## src/hw/slpc_cfg.svh

```systemverilog
// constants and behaviour notes for the sleep mode controller
// Notes on behaviour
// - mode 0 none,1 hibernate,2 doze,4/5 cyclic
// - mode 3 reserved; 6 legacy coordinator
// - option bit 0 skips wake-up poll
// - option bit 1 suppresses wake-up sample
// - inactivity timeout in ms puts node asleep
// - inactivity timeout only in modes 4, 5
// - cyclic sleep lasts period times 10 ms
// - held message dropped after 2.5 periods
// - unassociated node sleeps orphan period, retries
// - orphan period 10 ms units, default 0x3e8
`ifndef SLPC_CFG_SVH
`define SLPC_CFG_SVH
`define SLPC_CLK_HZ        20000000
`define SLPC_MS_TICK_CYC   (`SLPC_CLK_HZ / 1000)
`define SLPC_MS_PER_TEN    4'h9
`define SLPC_MODE_NONE     8'h00
`define SLPC_MODE_HIB      8'h01
`define SLPC_MODE_DOZE     8'h02
`define SLPC_MODE_RSVD     8'h03
`define SLPC_MODE_CYC      8'h04
`define SLPC_MODE_CYC_PIN  8'h05
`define SLPC_MODE_LEGACY   8'h06
`define SLPC_OPT_NOPOLL    0
`define SLPC_OPT_NOSAMP    1
`define SLPC_RST_MODE      8'h00
`define SLPC_RST_OPT       8'h00
`define SLPC_RST_TIMEOUT   16'h1388
`define SLPC_RST_PERIOD    16'h0000
`define SLPC_RST_ORPHAN    16'h03e8
`define SLPC_MAX_PERIOD    16'h68b0
`define SLPC_HOLD_MS_UNIT  20'd25
`define SLPC_SEL_MODE      3'h0
`define SLPC_SEL_OPT       3'h1
`define SLPC_SEL_TIMEOUT   3'h2
`define SLPC_SEL_PERIOD    3'h3
`define SLPC_SEL_ORPHAN    3'h4
`endif

```

## src/hw/slpc_pkg.sv

```systemverilog
// types shared by the sleep mode controller files
package slpc_pkg;
   // operating state of the controller
   typedef enum logic [2:0] {
      SLPC_AWAKE  = 3'b000,
      SLPC_CYC_SL = 3'b001,
      SLPC_ORPH_SL= 3'b010,
      SLPC_WAKEUP = 3'b011,
      SLPC_PIN_SL = 3'b100
   } slpc_state_t;
   // configuration write request from the command parser
   typedef struct packed {
      logic        wr;
      logic [2:0]  sel;
      logic [15:0] data;
   } slpc_cfg_wr_t;
   // wake-up actions issued as one-cycle pulses
   typedef struct packed {
      logic poll;
      logic sample;
      logic assoc_retry;
   } slpc_wake_t;
endpackage

```

## src/hw/slpc_ms_tick.sv

```systemverilog
// divider that pulses once per millisecond and once per ten milliseconds
`timescale 1ns/1ns
`include "slpc_cfg.svh"
module slpc_ms_tick #(
   parameter int CYC_PER_MS = `SLPC_MS_TICK_CYC
) (
   // clock and reset
   input  wire logic clock,
   input  wire logic rst_n,
   // tick outputs
   output logic      tick_1ms,
   output logic      tick_10ms
);
   logic [31:0] cyc_q;   // cycles within the millisecond
   logic [3:0]  ms_q;    // milliseconds within ten
   // cycle divider
   always_ff @(posedge clock)
   begin
      if (!rst_n)
      begin
         cyc_q    <= 32'h0;
         tick_1ms <= 1'b0;
      end
      else if (cyc_q == 32'(CYC_PER_MS - 1))
      begin
         cyc_q    <= 32'h0;
         tick_1ms <= 1'b1;
      end
      else
      begin
         cyc_q    <= cyc_q + 32'h1;
         tick_1ms <= 1'b0;
      end
   end
   // decade divider on the millisecond tick
   always_ff @(posedge clock)
   begin
      if (!rst_n)
      begin
         ms_q      <= 4'h0;
         tick_10ms <= 1'b0;
      end
      else
      begin
         tick_10ms <= 1'b0;
         if (tick_1ms)
         begin
            if (ms_q == `SLPC_MS_PER_TEN)
            begin
               ms_q      <= 4'h0;
               tick_10ms <= 1'b1;
            end
            else
               ms_q <= ms_q + 4'h1;
         end
      end
   end
endmodule

```

## src/hw/slpc_sleep_ctrl.sv

```systemverilog
// sleep mode controller: config registers, inactivity timer, sleep periods
`timescale 1ns/1ns
`include "slpc_cfg.svh"
module slpc_sleep_ctrl #(
   parameter int CYC_PER_MS = `SLPC_MS_TICK_CYC
) (
   // clock and reset
   input  wire logic                  clock,
   input  wire logic                  rst_n,
   // configuration access from the command parser
   input  wire slpc_pkg::slpc_cfg_wr_t cfg_wr,
   input  wire logic [2:0]            cfg_rd_sel,
   output logic [15:0]                cfg_rd_data,
   // activity and node status
   input  wire logic                  serial_activity,
   input  wire logic                  radio_activity,
   input  wire logic                  assoc_wanted,
   input  wire logic                  associated,
   input  wire logic                  sampling_enabled,
   input  wire logic                  sleep_pin,
   input  wire logic                  is_coordinator,
   // coordinator indirect message holding
   input  wire logic                  msg_queued,
   input  wire logic                  msg_delivered,
   output logic                       msg_discard,
   // sleep outputs
   output logic                       asleep,
   output logic                       doze_sel,
   output logic                       legacy_coord,
   output slpc_pkg::slpc_wake_t       wake,
   output slpc_pkg::slpc_state_t      state
);
   logic [7:0]  mode_q;       // sleep_mode_select
   logic [7:0]  opt_q;        // sleep_option_flags
   logic [15:0] timeout_q;    // inactivity_timeout, 1 ms units
   logic [15:0] period_q;     // cyclic_sleep_period, 10 ms units
   logic [15:0] orphan_q;     // orphan_sleep_period, 10 ms units
   logic [15:0] inact_q;      // remaining awake milliseconds
   logic [15:0] sleep_cnt_q;  // remaining sleep tens of ms
   logic [19:0] hold_q;       // remaining hold in milliseconds, up to 670000
   logic        hold_act_q;   // a held message is pending
   logic        tick_1ms;     // millisecond strobe
   logic        tick_10ms;    // ten millisecond strobe
   logic        cyclic;       // a cyclic mode is selected
   logic        activity;     // any traffic this cycle
   slpc_pkg::slpc_state_t state_d;

   // time base
   slpc_ms_tick #(
      .CYC_PER_MS(CYC_PER_MS)
   ) u_tick (
      .clock    (clock),
      .rst_n    (rst_n),
      .tick_1ms (tick_1ms),
      .tick_10ms(tick_10ms)
   );

   assign cyclic   = (mode_q == `SLPC_MODE_CYC) || (mode_q == `SLPC_MODE_CYC_PIN);
   assign activity = serial_activity | radio_activity;

   // configuration registers; out-of-range writes are clamped, except mode writes, which are refused
   always_ff @(posedge clock)
   begin
      if (!rst_n)
      begin
         mode_q    <= `SLPC_RST_MODE;
         opt_q     <= `SLPC_RST_OPT;
         timeout_q <= `SLPC_RST_TIMEOUT;
         period_q  <= `SLPC_RST_PERIOD;
         orphan_q  <= `SLPC_RST_ORPHAN;
      end
      else if (cfg_wr.wr)
      begin
         case (cfg_wr.sel)
            `SLPC_SEL_MODE:
               // reserved value 3 and anything above 6 are refused
               if (cfg_wr.data[7:0] != `SLPC_MODE_RSVD && cfg_wr.data[7:0] <= `SLPC_MODE_LEGACY)
                  mode_q <= cfg_wr.data[7:0];
            `SLPC_SEL_OPT:
               opt_q <= cfg_wr.data[7:0];
            `SLPC_SEL_TIMEOUT:
               // zero is outside the range, keep at least 1 ms
               timeout_q <= (cfg_wr.data == 16'h0) ? 16'h1 : cfg_wr.data;
            `SLPC_SEL_PERIOD:
               period_q <= (cfg_wr.data > `SLPC_MAX_PERIOD) ? `SLPC_MAX_PERIOD
                                                           : cfg_wr.data;
            `SLPC_SEL_ORPHAN:
               orphan_q <= (cfg_wr.data == 16'h0) ? 16'h1 :
                           (cfg_wr.data > `SLPC_MAX_PERIOD) ? `SLPC_MAX_PERIOD
                                                             : cfg_wr.data;
            default:
               mode_q <= mode_q;
         endcase
      end
   end

   // register read-back
   always_ff @(posedge clock)
   begin
      if (!rst_n)
         cfg_rd_data <= 16'h0;
      else
      begin
         case (cfg_rd_sel)
            `SLPC_SEL_MODE:    cfg_rd_data <= {8'h0, mode_q};
            `SLPC_SEL_OPT:     cfg_rd_data <= {8'h0, opt_q};
            `SLPC_SEL_TIMEOUT: cfg_rd_data <= timeout_q;
            `SLPC_SEL_PERIOD:  cfg_rd_data <= period_q;
            `SLPC_SEL_ORPHAN:  cfg_rd_data <= orphan_q;
            default:           cfg_rd_data <= 16'h0;
         endcase
      end
   end

   // next state
   always_comb
   begin
      state_d = state;
      case (state)
         slpc_pkg::SLPC_AWAKE:
            if (mode_q == `SLPC_MODE_HIB || mode_q == `SLPC_MODE_DOZE)
            begin
               if (sleep_pin)
                  state_d = slpc_pkg::SLPC_PIN_SL;
            end
            else if (cyclic && !activity && tick_1ms && inact_q <= 16'h1)
            begin
               if (assoc_wanted && !associated)
                  state_d = slpc_pkg::SLPC_ORPH_SL;
               else
                  state_d = slpc_pkg::SLPC_CYC_SL;
            end
         slpc_pkg::SLPC_PIN_SL:
            if (!sleep_pin || !(mode_q == `SLPC_MODE_HIB || mode_q == `SLPC_MODE_DOZE))
               state_d = slpc_pkg::SLPC_WAKEUP;
         slpc_pkg::SLPC_CYC_SL,
         slpc_pkg::SLPC_ORPH_SL:
            // pin wake-up only in mode 5; leaving cyclic modes wakes at once
            if (!cyclic || (mode_q == `SLPC_MODE_CYC_PIN && sleep_pin == 1'b0) ||
                (tick_10ms && sleep_cnt_q <= 16'h1))
               state_d = slpc_pkg::SLPC_WAKEUP;
         slpc_pkg::SLPC_WAKEUP:
            state_d = slpc_pkg::SLPC_AWAKE;
         default:
            state_d = slpc_pkg::SLPC_AWAKE;
      endcase
   end

   // state register
   always_ff @(posedge clock)
   begin
      if (!rst_n)
         state <= slpc_pkg::SLPC_AWAKE;
      else
         state <= state_d;
   end

   // inactivity timer, reloaded on traffic, on wake and outside the cyclic modes
   always_ff @(posedge clock)
   begin
      if (!rst_n)
         inact_q <= `SLPC_RST_TIMEOUT;
      else if (state != slpc_pkg::SLPC_AWAKE || activity)
         inact_q <= timeout_q;
      else if (!cyclic)
         // held full so a switch into a cyclic mode starts a fresh timeout
         inact_q <= timeout_q;
      else if (tick_1ms && inact_q != 16'h0)
         inact_q <= inact_q - 16'h1;
   end

   // sleep period counter, loaded on entering cyclic or orphan sleep
   always_ff @(posedge clock)
   begin
      if (!rst_n)
         sleep_cnt_q <= 16'h0;
      else if (state == slpc_pkg::SLPC_AWAKE && state_d == slpc_pkg::SLPC_ORPH_SL)
         sleep_cnt_q <= orphan_q;
      else if (state == slpc_pkg::SLPC_AWAKE && state_d == slpc_pkg::SLPC_CYC_SL)
         sleep_cnt_q <= period_q;
      else if (tick_10ms && sleep_cnt_q != 16'h0)
         sleep_cnt_q <= sleep_cnt_q - 16'h1;
   end

   // sleep status outputs
   always_ff @(posedge clock)
   begin
      if (!rst_n)
      begin
         asleep       <= 1'b0;
         doze_sel     <= 1'b0;
         legacy_coord <= 1'b0;
      end
      else
      begin
         asleep       <= (state_d != slpc_pkg::SLPC_AWAKE) && (state_d != slpc_pkg::SLPC_WAKEUP);
         doze_sel     <= (mode_q == `SLPC_MODE_DOZE);
         legacy_coord <= (mode_q == `SLPC_MODE_LEGACY);
      end
   end

   // wake-up action pulses
   always_ff @(posedge clock)
   begin
      if (!rst_n)
         wake <= '0;
      else
      begin
         wake.poll        <= (state == slpc_pkg::SLPC_WAKEUP) && cyclic &&
                             !opt_q[`SLPC_OPT_NOPOLL];
         wake.sample      <= (state == slpc_pkg::SLPC_WAKEUP) && sampling_enabled &&
                             !opt_q[`SLPC_OPT_NOSAMP];
         wake.assoc_retry <= (state == slpc_pkg::SLPC_ORPH_SL) &&
                             (state_d == slpc_pkg::SLPC_WAKEUP);
      end
   end

   // indirect message hold: 2.5 periods counted in millisecond ticks
   always_ff @(posedge clock)
   begin
      if (!rst_n)
      begin
         hold_act_q  <= 1'b0;
         hold_q      <= 20'h0;
         msg_discard <= 1'b0;
      end
      else
      begin
         msg_discard <= 1'b0;
         if (msg_queued && is_coordinator && period_q != 16'h0)
         begin
            hold_act_q <= 1'b1;
            // period x 10 ms x 2.5 = period x 25 ms; 20 bits hold the largest period
            hold_q     <= 20'({4'h0, period_q} * `SLPC_HOLD_MS_UNIT);
         end
         else if (msg_delivered)
            hold_act_q <= 1'b0;
         else if (hold_act_q && tick_1ms)
         begin
            if (hold_q <= 20'h1)
            begin
               hold_act_q  <= 1'b0;
               msg_discard <= 1'b1;
            end
            else
               hold_q <= hold_q - 20'h1;
         end
      end
   end
endmodule

```

## config.mk

```make
export PLATFORM = sky130hd
export DESIGN_NAME = slpc_sleep_ctrl
export DESIGN_NICKNAME = d
export VERILOG_FILES = /design/src/hw/slpc_pkg.sv /design/src/hw/slpc_ms_tick.sv /design/src/hw/slpc_sleep_ctrl.sv
export VERILOG_INCLUDE_DIRS = /design/src /design/src/hw
export SDC_FILE = /design/constraint.sdc
export NUM_CORES = 1
export LEC_CHECK = 0
export ABC_AREA = 1
export BUFFER_PORTS_ARGS = -buffer_cell sky130_fd_sc_hd__clkbuf_2
export CAP_MARGIN = 40
export CORE_AREA = 2 2 128 223
export CTS_CLUSTER_SIZE = 10
export DETAILED_ROUTE_END_ITERATION = 6
export DIE_AREA = 0 0 130 225
export PLACE_DENSITY = 0.55
export SLEW_MARGIN = 10
export SYNTH_ARGS = -nofsm -noshare
export SYNTH_HDL_FRONTEND = slang
export SYNTH_SLANG_ARGS = --single-unit
```

## constraint.sdc

```tcl
create_clock -name clock -period 3.22 [get_ports clock]
set_clock_uncertainty 0.1 [all_clocks]
set_input_delay 0.644 -clock clock [delete_from_list [all_inputs] [get_ports clock]]
set_output_delay 0.644 -clock clock [all_outputs]
set_load 0.02 [all_outputs]
```

Word-level counts from Yosys, hierarchy flattened
Cells that the tools add are included.
Widths: inputs -> output; s select.

storage, ports and cells
  register bits after elaboration = 181
  memory bits (writable) = 0
  bits in latches = 0
  memories kept = 0
  word-level logic and storage cells = 150
  ROM bits = 0
  input bits = 34
  output and inout bits = 26

cells by class
  multiplexer cells = 29
  $add $sub $neg = 5
  order comparisons = 5
  eq/ne operators = 27
  divide/modulo/power cells = 0
  reductions and logical operators = 57
  multiply operators = 1
  bitwise gates (word level) = 4
  shifts and indexed selects = 0

operator list
  operator               count
  $mux 16                9
  $mux 20                4
  $pmux 16 s5            1
  $reduce_bool 16->1     3
  $add 32x1->32 const B  1
  $eq 32x15->1 const B   1
  $le 16x1->1 const B    2
  $sub 16x1->16 const B  2
  $eq 3x2->1 const B     8
  $eq 8x3->1 const B     3
  $le 20x1->1 const B    1
  $logic_and 1x1->1      20
  $mul 16x5->20 const B  1
  $sub 20x1->20 const B  1
  $gt 16x15->1 const B   1
  $logic_not 16->1       1
  $mux 3                 5
  $reduce_bool 3->1      5
  $eq 3x1->1 const B     4
  $reduce_and 2->1       6
  $eq 3x3->1 const B     3
  $logic_not 3->1        3
  $pmux 3 s3             1
  $eq 8x1->1 const B     1
  other kinds (20)       41

Longest topological paths before layout
Gate-level depths: netlist (run 1).

  depth in word-level cells = 12
  gate-level depth with buffers = 17
  mapped depth without buffers = 17

Modules after synthesis
From an unflattened synthesis (run 1), not the netlist that was laid out.

second synthesis, totals
  cells, all modules = 1653
  area total of the unflattened synthesis = 11310.8 µm²

modules (own cells, without submodules)
  module           sequential area each (µm²)  instances  cells each  area an instance (µm²)
  slpc_sleep_ctrl  2862.7                      1          1303        9197.6
  slpc_ms_tick     760.7                       1          350         2113.3

Worst setup path before layout (run 1)
No wires, ideal clock.

  path kind = reg2reg
  start point = register period_q[2]
  end point = register hold_q[13]
  data arrival time = 2743 ps
  required time = 3000 ps
  setup time = 120 ps
  stages on the path, launching flop included = 16
  buffers on the path = 0
  period minus slack after synthesis = 2963 ps
  setup slack = 257 ps
  path through = dfxtp_1 -> inv_1 -> ha_1 -> ha_1 -> inv_1 -> fa_1 -> inv_1 -> ha_1 -> a21oi_1 -> nand2_1 -> a21oi_1 -> o21ai_0 -> nand2_1 -> nand3b_1 -> a21oi_1 -> nor3_1

on the way
  cells in the longest elaborated chain, start to end = 4
  elaborated cells between the ends (all ways) = 8
  those cells by class = mul (1); eq/ne (2); mux (1); reduce/logical (4)

ends and longest elaborated chain
  what                                                                   line                    source
  start, declared                                                        slpc_sleep_ctrl.sv:36   logic [15:0] period_q;
  start signal, assigned                                                 slpc_sleep_ctrl.sv:69   period_q <= `SLPC_RST_PERIOD;
  start signal, assigned                                                 slpc_sleep_ctrl.sv:85   period_q <= (cfg_wr.data > `SLPC_MAX_PERIOD) ? `SLPC_MAX_PERIOD
  parallel branches: the longest is 4 deep, another holds $mul 16x5->20  -
  end signal, assigned                                                   slpc_sleep_ctrl.sv:234  hold_q <= 20'({4'h0, period_q} * `SLPC_HOLD_MS_UNIT);
  end signal, assigned                                                   slpc_sleep_ctrl.sv:246  hold_q <= hold_q - 20'h1;
  end, declared                                                          slpc_sleep_ctrl.sv:40   logic [19:0] hold_q;

Several ways; the timed one is not identified.
A chain may end at the register's enable or synchronous reset.

Final worst setup path (run 1)
  start point = register period_q[8]
  end point = register hold_q[15]

The elaborated chain is that of the path after synthesis.

==> metrics.cfg, run 1 <==
[outcome]
status = complete, no violations

[hold_path]
min-delay-start = sampling_enabled
hold_path.class = in2reg
whs_endpoint = wake[1]
holdPathStages = 3

[clocking]
hold_buffers = 0
cts-buffers-inserted = 17
cts_num_sinks = 181
path_clk_slew_ns = 0.07
clockBufferDepth = 2
insertion_delay_ns = 0.46
cts_tree = built
cts_root_buf = clkbuf_16
h-tree-depth = 4

[global_routing]
grt_max_degree = 68
grt_overflow = 0
grt_usage_pct = 22.8
grt_pass1_wl_um = 51200
grt_pass1_vias = 10000
antenna_found_initial = 0

[synth]
async_flop_share_pct = 0
yosysTopAreaCellShare_pct = 33.6
synth_flop_cell = dfxtp_1
ys_top_cells_by_count = inv_1, nand2_1, dfxtp_1
seq_area_frac_synth_pct = 33.6
netlist.top_cell.by_area = dfxtp_1
ys_warn_count = 0
synth.avg_cell_area_um2 = 7.03
ys_top_cells_by_area = dfxtp_1, inv_1, nand2_1
synth-edff-count = 0
synth_area_um2 = 10800
syn_inst = 1534
synth.most_common_cell = inv_1
yosysUniqueCellTypes = 52
syn_nets = 1646
synth-seq-cells = 181

[sta]
slew_viol_final = 0
slew_headroom_pct = 57.0
post-route-min-period_ns = 3.17
rsz0062_at_grt = yes
hold_viol = 0
fmax_mhz = 316
finalSetupViolations = 0
worstMarginPinSlew_ns = 0.642
final.setup.tns_ns = 0
final.period_utilization_pct = 98.4

[detailed_routing]
routed_wl_um = 32800
antenna_left = 0
wl_per_cell_um = 16.6
drtIter0Drc = 593
drc = 0
viasPerCell = 5.18
drt-pass1-iter-count = 5
vias = 10300

[setup_path]
critPathLaunchType = flip-flop
reg2reg_to = hold_q[15]
worstSetupPathType = reg2reg
cp_data_required_time_ns = 3.48
r2r_slack_ns = 0.05
reg2reg_depth = 15
cp.arrival_ns = 3.43
cp_max_fo = 5
r2r-start = period_q[8]
crit_path_end_kind = flip-flop

[cells_and_area]
final_util_pct = 45.4
multi_input_area_um2 = 6140
design_area_um2 = 12400
layout.nets = 1713
fill_cells = 2862
final-seq-area_um2 = 3650
layout.cells.non_filler = 1982
drive_above_1_share_pct = 11.7
diodes = 0
syn_to_final_growth_pct = 15.2

[power_and_ir_drop]
clockPowerShare_pct = 34.4
irDropWorstVdd_mv = 0.412
total_power_w = 0.00686
pwr_density_cell_nw_per_um2 = 552
p_switching_w = 0.00242
switching_share_pct = 35.3
power.leakage_nw = 5.54
combPwrFrac_pct = 28.8
p_int_w = 0.00444
seq_power_share_pct = 36.8

[die]
top_level_ports = 60
core_um2 = 27300
row_count = 80
die_area_um2 = 29300
die_h_um = 225
start_util_pct = 39.4
die_w_um = 130

[place]
port_buffers = 59
dp_cells = 1950
hpwl_um = 25800
dpl-instance-area_um2 = 11600
gp_congestion = 0.942

[job]
maxCapViolations = 0

## worst max path at each step
| stage | start | endpoint | slack [ns] |
|---|---|---|---|
| final | period_q[8] | hold_q[15] | 0.05 |
| after global routing | period_q[2] | hold_q[18] | -0.03 |
| after CTS | period_q[6] | hold_q[19] | 0.01 |
| after detailed placement | period_q[10] | hold_q[19] | -0.02 |
| after global placement | period_q[10] | hold_q[19] | 0.07 |
| after floorplan | period_q[2] | hold_q[13] | 0.26 |
## kinds of logic after synthesis
| logic type | synth area share (%) |
|---|---|
| AND/OR/NAND/NOR | 25.6 |
| flip-flops | 33.6 |
| XOR/XNOR | 3.33 |
| adder cells (fa/ha/maj) | 9.82 |
| AO/OA/AOI/OAI | 17.0 |
| buffers and inverters | 10.6 |
## state kept, by name, summed over array words and instances, names as in the netlist
register,flops
mode_q,8
msg_discard,1
wake,3
hold_act_q,1
doze_sel,1
state,3
timeout_q,16
inact_q,16
u_tick.ms_q,4
u_tick.tick_1ms,1
sleep_cnt_q,16
u_tick.tick_10ms,1
u_tick.cyc_q,32
hold_q,20
period_q,16
orphan_q,16
legacy_coord,1
cfg_rd_data,16
opt_q,8
asleep,1
## area by class of cell
type	instances	share of cell area (%)
Clock buffer	18	3.54
Inverter	249	7.53
Sequential cell	181	29.4
Clock inverter	13	1.72
Timing Repair Buffer	94	4.70
Multi-Input combinational cell	1058	49.4
Tap cell	369	3.72
## power groups by stage
stage | combinational (W) | sequential, W | clock [W]
2_1_floorplan | 0.00141 | 0.00256 | 0
5_1_grt | 0.00222 | 0.00254 | 0.00249
3_5_place_dp | 0.00196 | 0.00257 | 0
4_1_cts | 0.00197 | 0.00252 | 0.00241
6_report | 0.00198 | 0.00252 | 0.00236
3_3_place_gp | 0.00194 | 0.00257 | 0
## placed cells by master, fill, tap and decap left out, types with 12 or more instances in the layout
master     count
a21oi_1      118
a31oi_1       14
buf_4         33
clkbuf_16     17
clkbuf_2      59
dfxtp_1      172
ha_1          60
inv_1        241
nand2_1      223
nand3_1       85
nand4_1       36
nor2_1       159
nor3_1        48
o211ai_1      12
o21ai_0      118
o22ai_1       18
xor2_1        31
## what timing repair did
action                                  in CTS  in global routing
endpoints found under the hold margin        0                  0
pin swaps                                    1                  3
resized for setup                            6                 30
buffers inserted                             0                  1
endpoints found under the setup margin       1                 10
## routing by layer
metal	part of all wire (%)	GRT usage, %	wire (um)
met4	4.5	11.9	1470
met2	55	43.5	18100
met1	38	23.4	12300
met3	2.7	3.06	896
met5	0	0	0
## metrics by stage
step	worst slack (ns)	hold slack, ns
after floorplan	0.257	0.317
after global placement	0.0676	0.339
after detailed placement	-0.0220	0.343
after CTS	0.0103	0.297
after global routing	-0.0306	0.317
final	0.0507	0.311
## worst max-delay path, stage by stage (launching register included)
cell      delay [ns]
dfxtp_2         0.33
buf_4           0.14
ha_1            0.19
ha_1            0.27
inv_1           0.05
fa_1            0.50
inv_1           0.04
ha_1            0.37
nand2_2         0.11
nor2_2          0.13
inv_1           0.06
o211ai_1        0.36
buf_4           0.19
o21ai_0         0.06
a21oi_1         0.12
nor2_1          0.05
No activity file was read; power rests on OpenSTA's default activity.
==> run 2, diff against run 1 <==
--- a/config.mk
+++ b/config.mk
@@ -9,11 +9,13 @@
 export ABC_AREA = 1
 export BUFFER_PORTS_ARGS = -buffer_cell sky130_fd_sc_hd__clkbuf_2
 export CAP_MARGIN = 40
+export CELL_PAD_IN_SITES_DETAIL_PLACEMENT = 0
+export CELL_PAD_IN_SITES_GLOBAL_PLACEMENT = 1
 export CORE_AREA = 2 2 128 223
 export CTS_CLUSTER_SIZE = 10
 export DETAILED_ROUTE_END_ITERATION = 6
 export DIE_AREA = 0 0 130 225
-export PLACE_DENSITY = 0.55
+export PLACE_DENSITY = 0.72
 export SLEW_MARGIN = 10
 export SYNTH_ARGS = -nofsm -noshare
 export SYNTH_HDL_FRONTEND = slang
==> metrics.cfg, run 2 (synthesis results as in run 1) <==
[global_routing]
grt_usage_pct = 24.0  ; was 22.8%
grt_max_degree = 46  ; was 68
antenna_found_initial = 0  ; unchanged
grt_overflow = 0  ; unchanged
grt_pass1_wl_um = 53600  ; was 51200 um
grt_pass1_vias = 10300  ; was 10000

[setup_path]
crit_path_end_kind = flip-flop  ; unchanged
cp_max_fo = 5  ; unchanged
r2r-start = period_q[2]  ; was period_q[8]
cp_data_required_time_ns = 3.45  ; was 3.48 ns
worstSetupPathType = reg2reg  ; unchanged
crit_path_start = period_q[2]  ; was period_q[8]
cp.arrival_ns = 3.32  ; was 3.43 ns
critPathLaunchType = flip-flop  ; unchanged
crit_end = hold_q[18]  ; was hold_q[15]
reg2reg_depth = 16  ; was 15
r2r_slack_ns = 0.13  ; was 0.05 ns
reg2reg_to = hold_q[18]  ; was hold_q[15]

[sta]
slew_viol_final = 0  ; unchanged
final.period_utilization_pct = 95.8  ; was 98.4%
worstMarginPinSlew_ns = 0.707  ; was 0.642 ns
post-route-min-period_ns = 3.09  ; was 3.17 ns
fmax_mhz = 324  ; was 316 MHz
slew_headroom_pct = 52.6  ; was 57.0%
hold_viol = 0  ; unchanged
finalSetupViolations = 0  ; unchanged
final.setup.tns_ns = 0  ; unchanged

[power_and_ir_drop]
irDropWorstVdd_mv = 0.419  ; was 0.412 mV
total_power_w = 0.00676  ; was 0.00686 W
power.leakage_nw = 5.55  ; was 5.54 nW
pwr_density_cell_nw_per_um2 = 545  ; was 552 nW/um2

[detailed_routing]
drtIter0Drc = 503  ; was 593
drt-pass1-iter-count = 5  ; unchanged
vias = 10300  ; about the same
viasPerCell = 5.20  ; was 5.18
antenna_left = 0  ; unchanged
drc = 0  ; unchanged
routed_wl_um = 34200  ; was 32800 um
wl_per_cell_um = 17.2  ; was 16.6 um

[die]
row_count = 80  ; unchanged
die_w_um = 130  ; unchanged
core_um2 = 27300  ; unchanged
die_h_um = 225  ; unchanged
die_area_um2 = 29300  ; unchanged
start_util_pct = 39.4  ; unchanged
top_level_ports = 60  ; unchanged

[cells_and_area]
syn_to_final_growth_pct = 15.2  ; about the same
mostFrequentLayoutCell = inv_1  ; unchanged
design_area_um2 = 12400  ; about the same
most-common-layout-cells = inv_1, nand2_1, dfxtp_1  ; unchanged
diodes = 0  ; unchanged
layout.nets = 1719  ; was 1713
regMostFlops = u_tick.cyc_q  ; unchanged
largest_reg_flops = 32  ; unchanged
largestRegisters = u_tick.cyc_q: 32 flops, hold_q: 20 flops  ; unchanged
drive_above_1_share_pct = 12.5  ; was 11.7%

[place]
gp_congestion = 0.903  ; was 0.942
hpwl_um = 27200  ; was 25800 um
dpl-instance-area_um2 = 11600  ; about the same
port_buffers = 59  ; unchanged

[clocking]
clockBufferDepth = 2  ; unchanged
path_clk_slew_ns = 0.08  ; was 0.07 ns
hold_buffers = 0  ; unchanged
cts_root_buf = clkbuf_16  ; unchanged
insertion_delay_ns = 0.46  ; about the same
h-tree-depth = 4  ; unchanged
cts_num_sinks = 181  ; unchanged
cts_tree = built  ; unchanged
cts-buffers-inserted = 17  ; unchanged

[job]
maxCapViolations = 0  ; unchanged

[hold_path]
hold_path.class = in2reg  ; unchanged

[outcome]
status = complete, no violations  ; unchanged

run 2: cell types whose count changed in the layout (fill, tap and decap cells not counted), moves of 3 or more:
cell	delta
a21oi_1	-3
a21oi_2	+3
buf_4	+8
dfxtp_4	-3
run 2: per-stage QoR:
step	util (%)	hold WS [ns]	std cells	setup WS, ns
global placement	42.6	0.334	1955	0.0163
floorplan	-	0.317	1534	0.257
finish	45.4	0.319	1989	0.134
global route	45.4	0.336	1989	-0.0295
detailed placement	42.6	0.344	1955	-0.0108
CTS	44.9	0.310	1987	0.00594
run 2: metal layers:
layer	vias to the layer above	share of wire (%)	GRT usage [%]
li1	5233	-	-
met1	4825	36	23.2
met2	204	56	47.1
met3	85	2.6	3.32
met4	0	5.1	12.9
met5	-	0	0
run 2: power breakdown:
| part | total, W | switching [W] | internal (W) |
|---|---|---|---|
| Sequential | 0.00253 | 0.000136 | 0.00239 |
| Combinational | 0.00195 | 0.00128 | 0.000676 |
| Clock | 0.00229 | 0.00102 | 0.00127 |
run 2: worst min-delay path by stage:
stage                                start              end  slack [ns]  cells past startpoint
after floorplan                   opt_q[0]          wake[2]        0.32                      1
after global placement     u_tick.cyc_q[0]  u_tick.cyc_q[0]        0.33                      1
after detailed placement   u_tick.cyc_q[0]  u_tick.cyc_q[0]        0.34                      1
after CTS                 sampling_enabled          wake[1]        0.31                      3
after global routing      sampling_enabled          wake[1]        0.34                      3
final                     sampling_enabled          wake[1]        0.32                      3
run 2: final cells by class:
cell class | instances | area, um2
clock buffer | 18 | 439
clock inverter | 14 | 189
fill | 2828 | 14900
inverter | 249 | 935
multi-input combinational | 1058 | 6150
sequential | 181 | 3640
tap | 369 | 462
timing repair buffer | 100 | 603
run 2: worst max-delay path, stage by stage (launching register included):
cell and delay [ns]:
dfxtp_1 0.32, buf_4 0.16, ha_1 0.20, ha_1 0.27, inv_1 0.05, fa_1 0.49
inv_1 0.04, ha_1 0.37, nand3_1 0.12, nand2_2 0.16, nand3_1 0.12, nand2_2 0.13
nand3_1 0.10, nand3_1 0.10, nand3_1 0.09, nand2_1 0.06, a21oi_1 0.05
run 2: repair_timing:
item / in CTS / in global routing
endpoints found under the setup margin: 2 / 11
resized for setup: 3 / 35
pin swaps: 1 / 7
setup buffers: 0 / 2
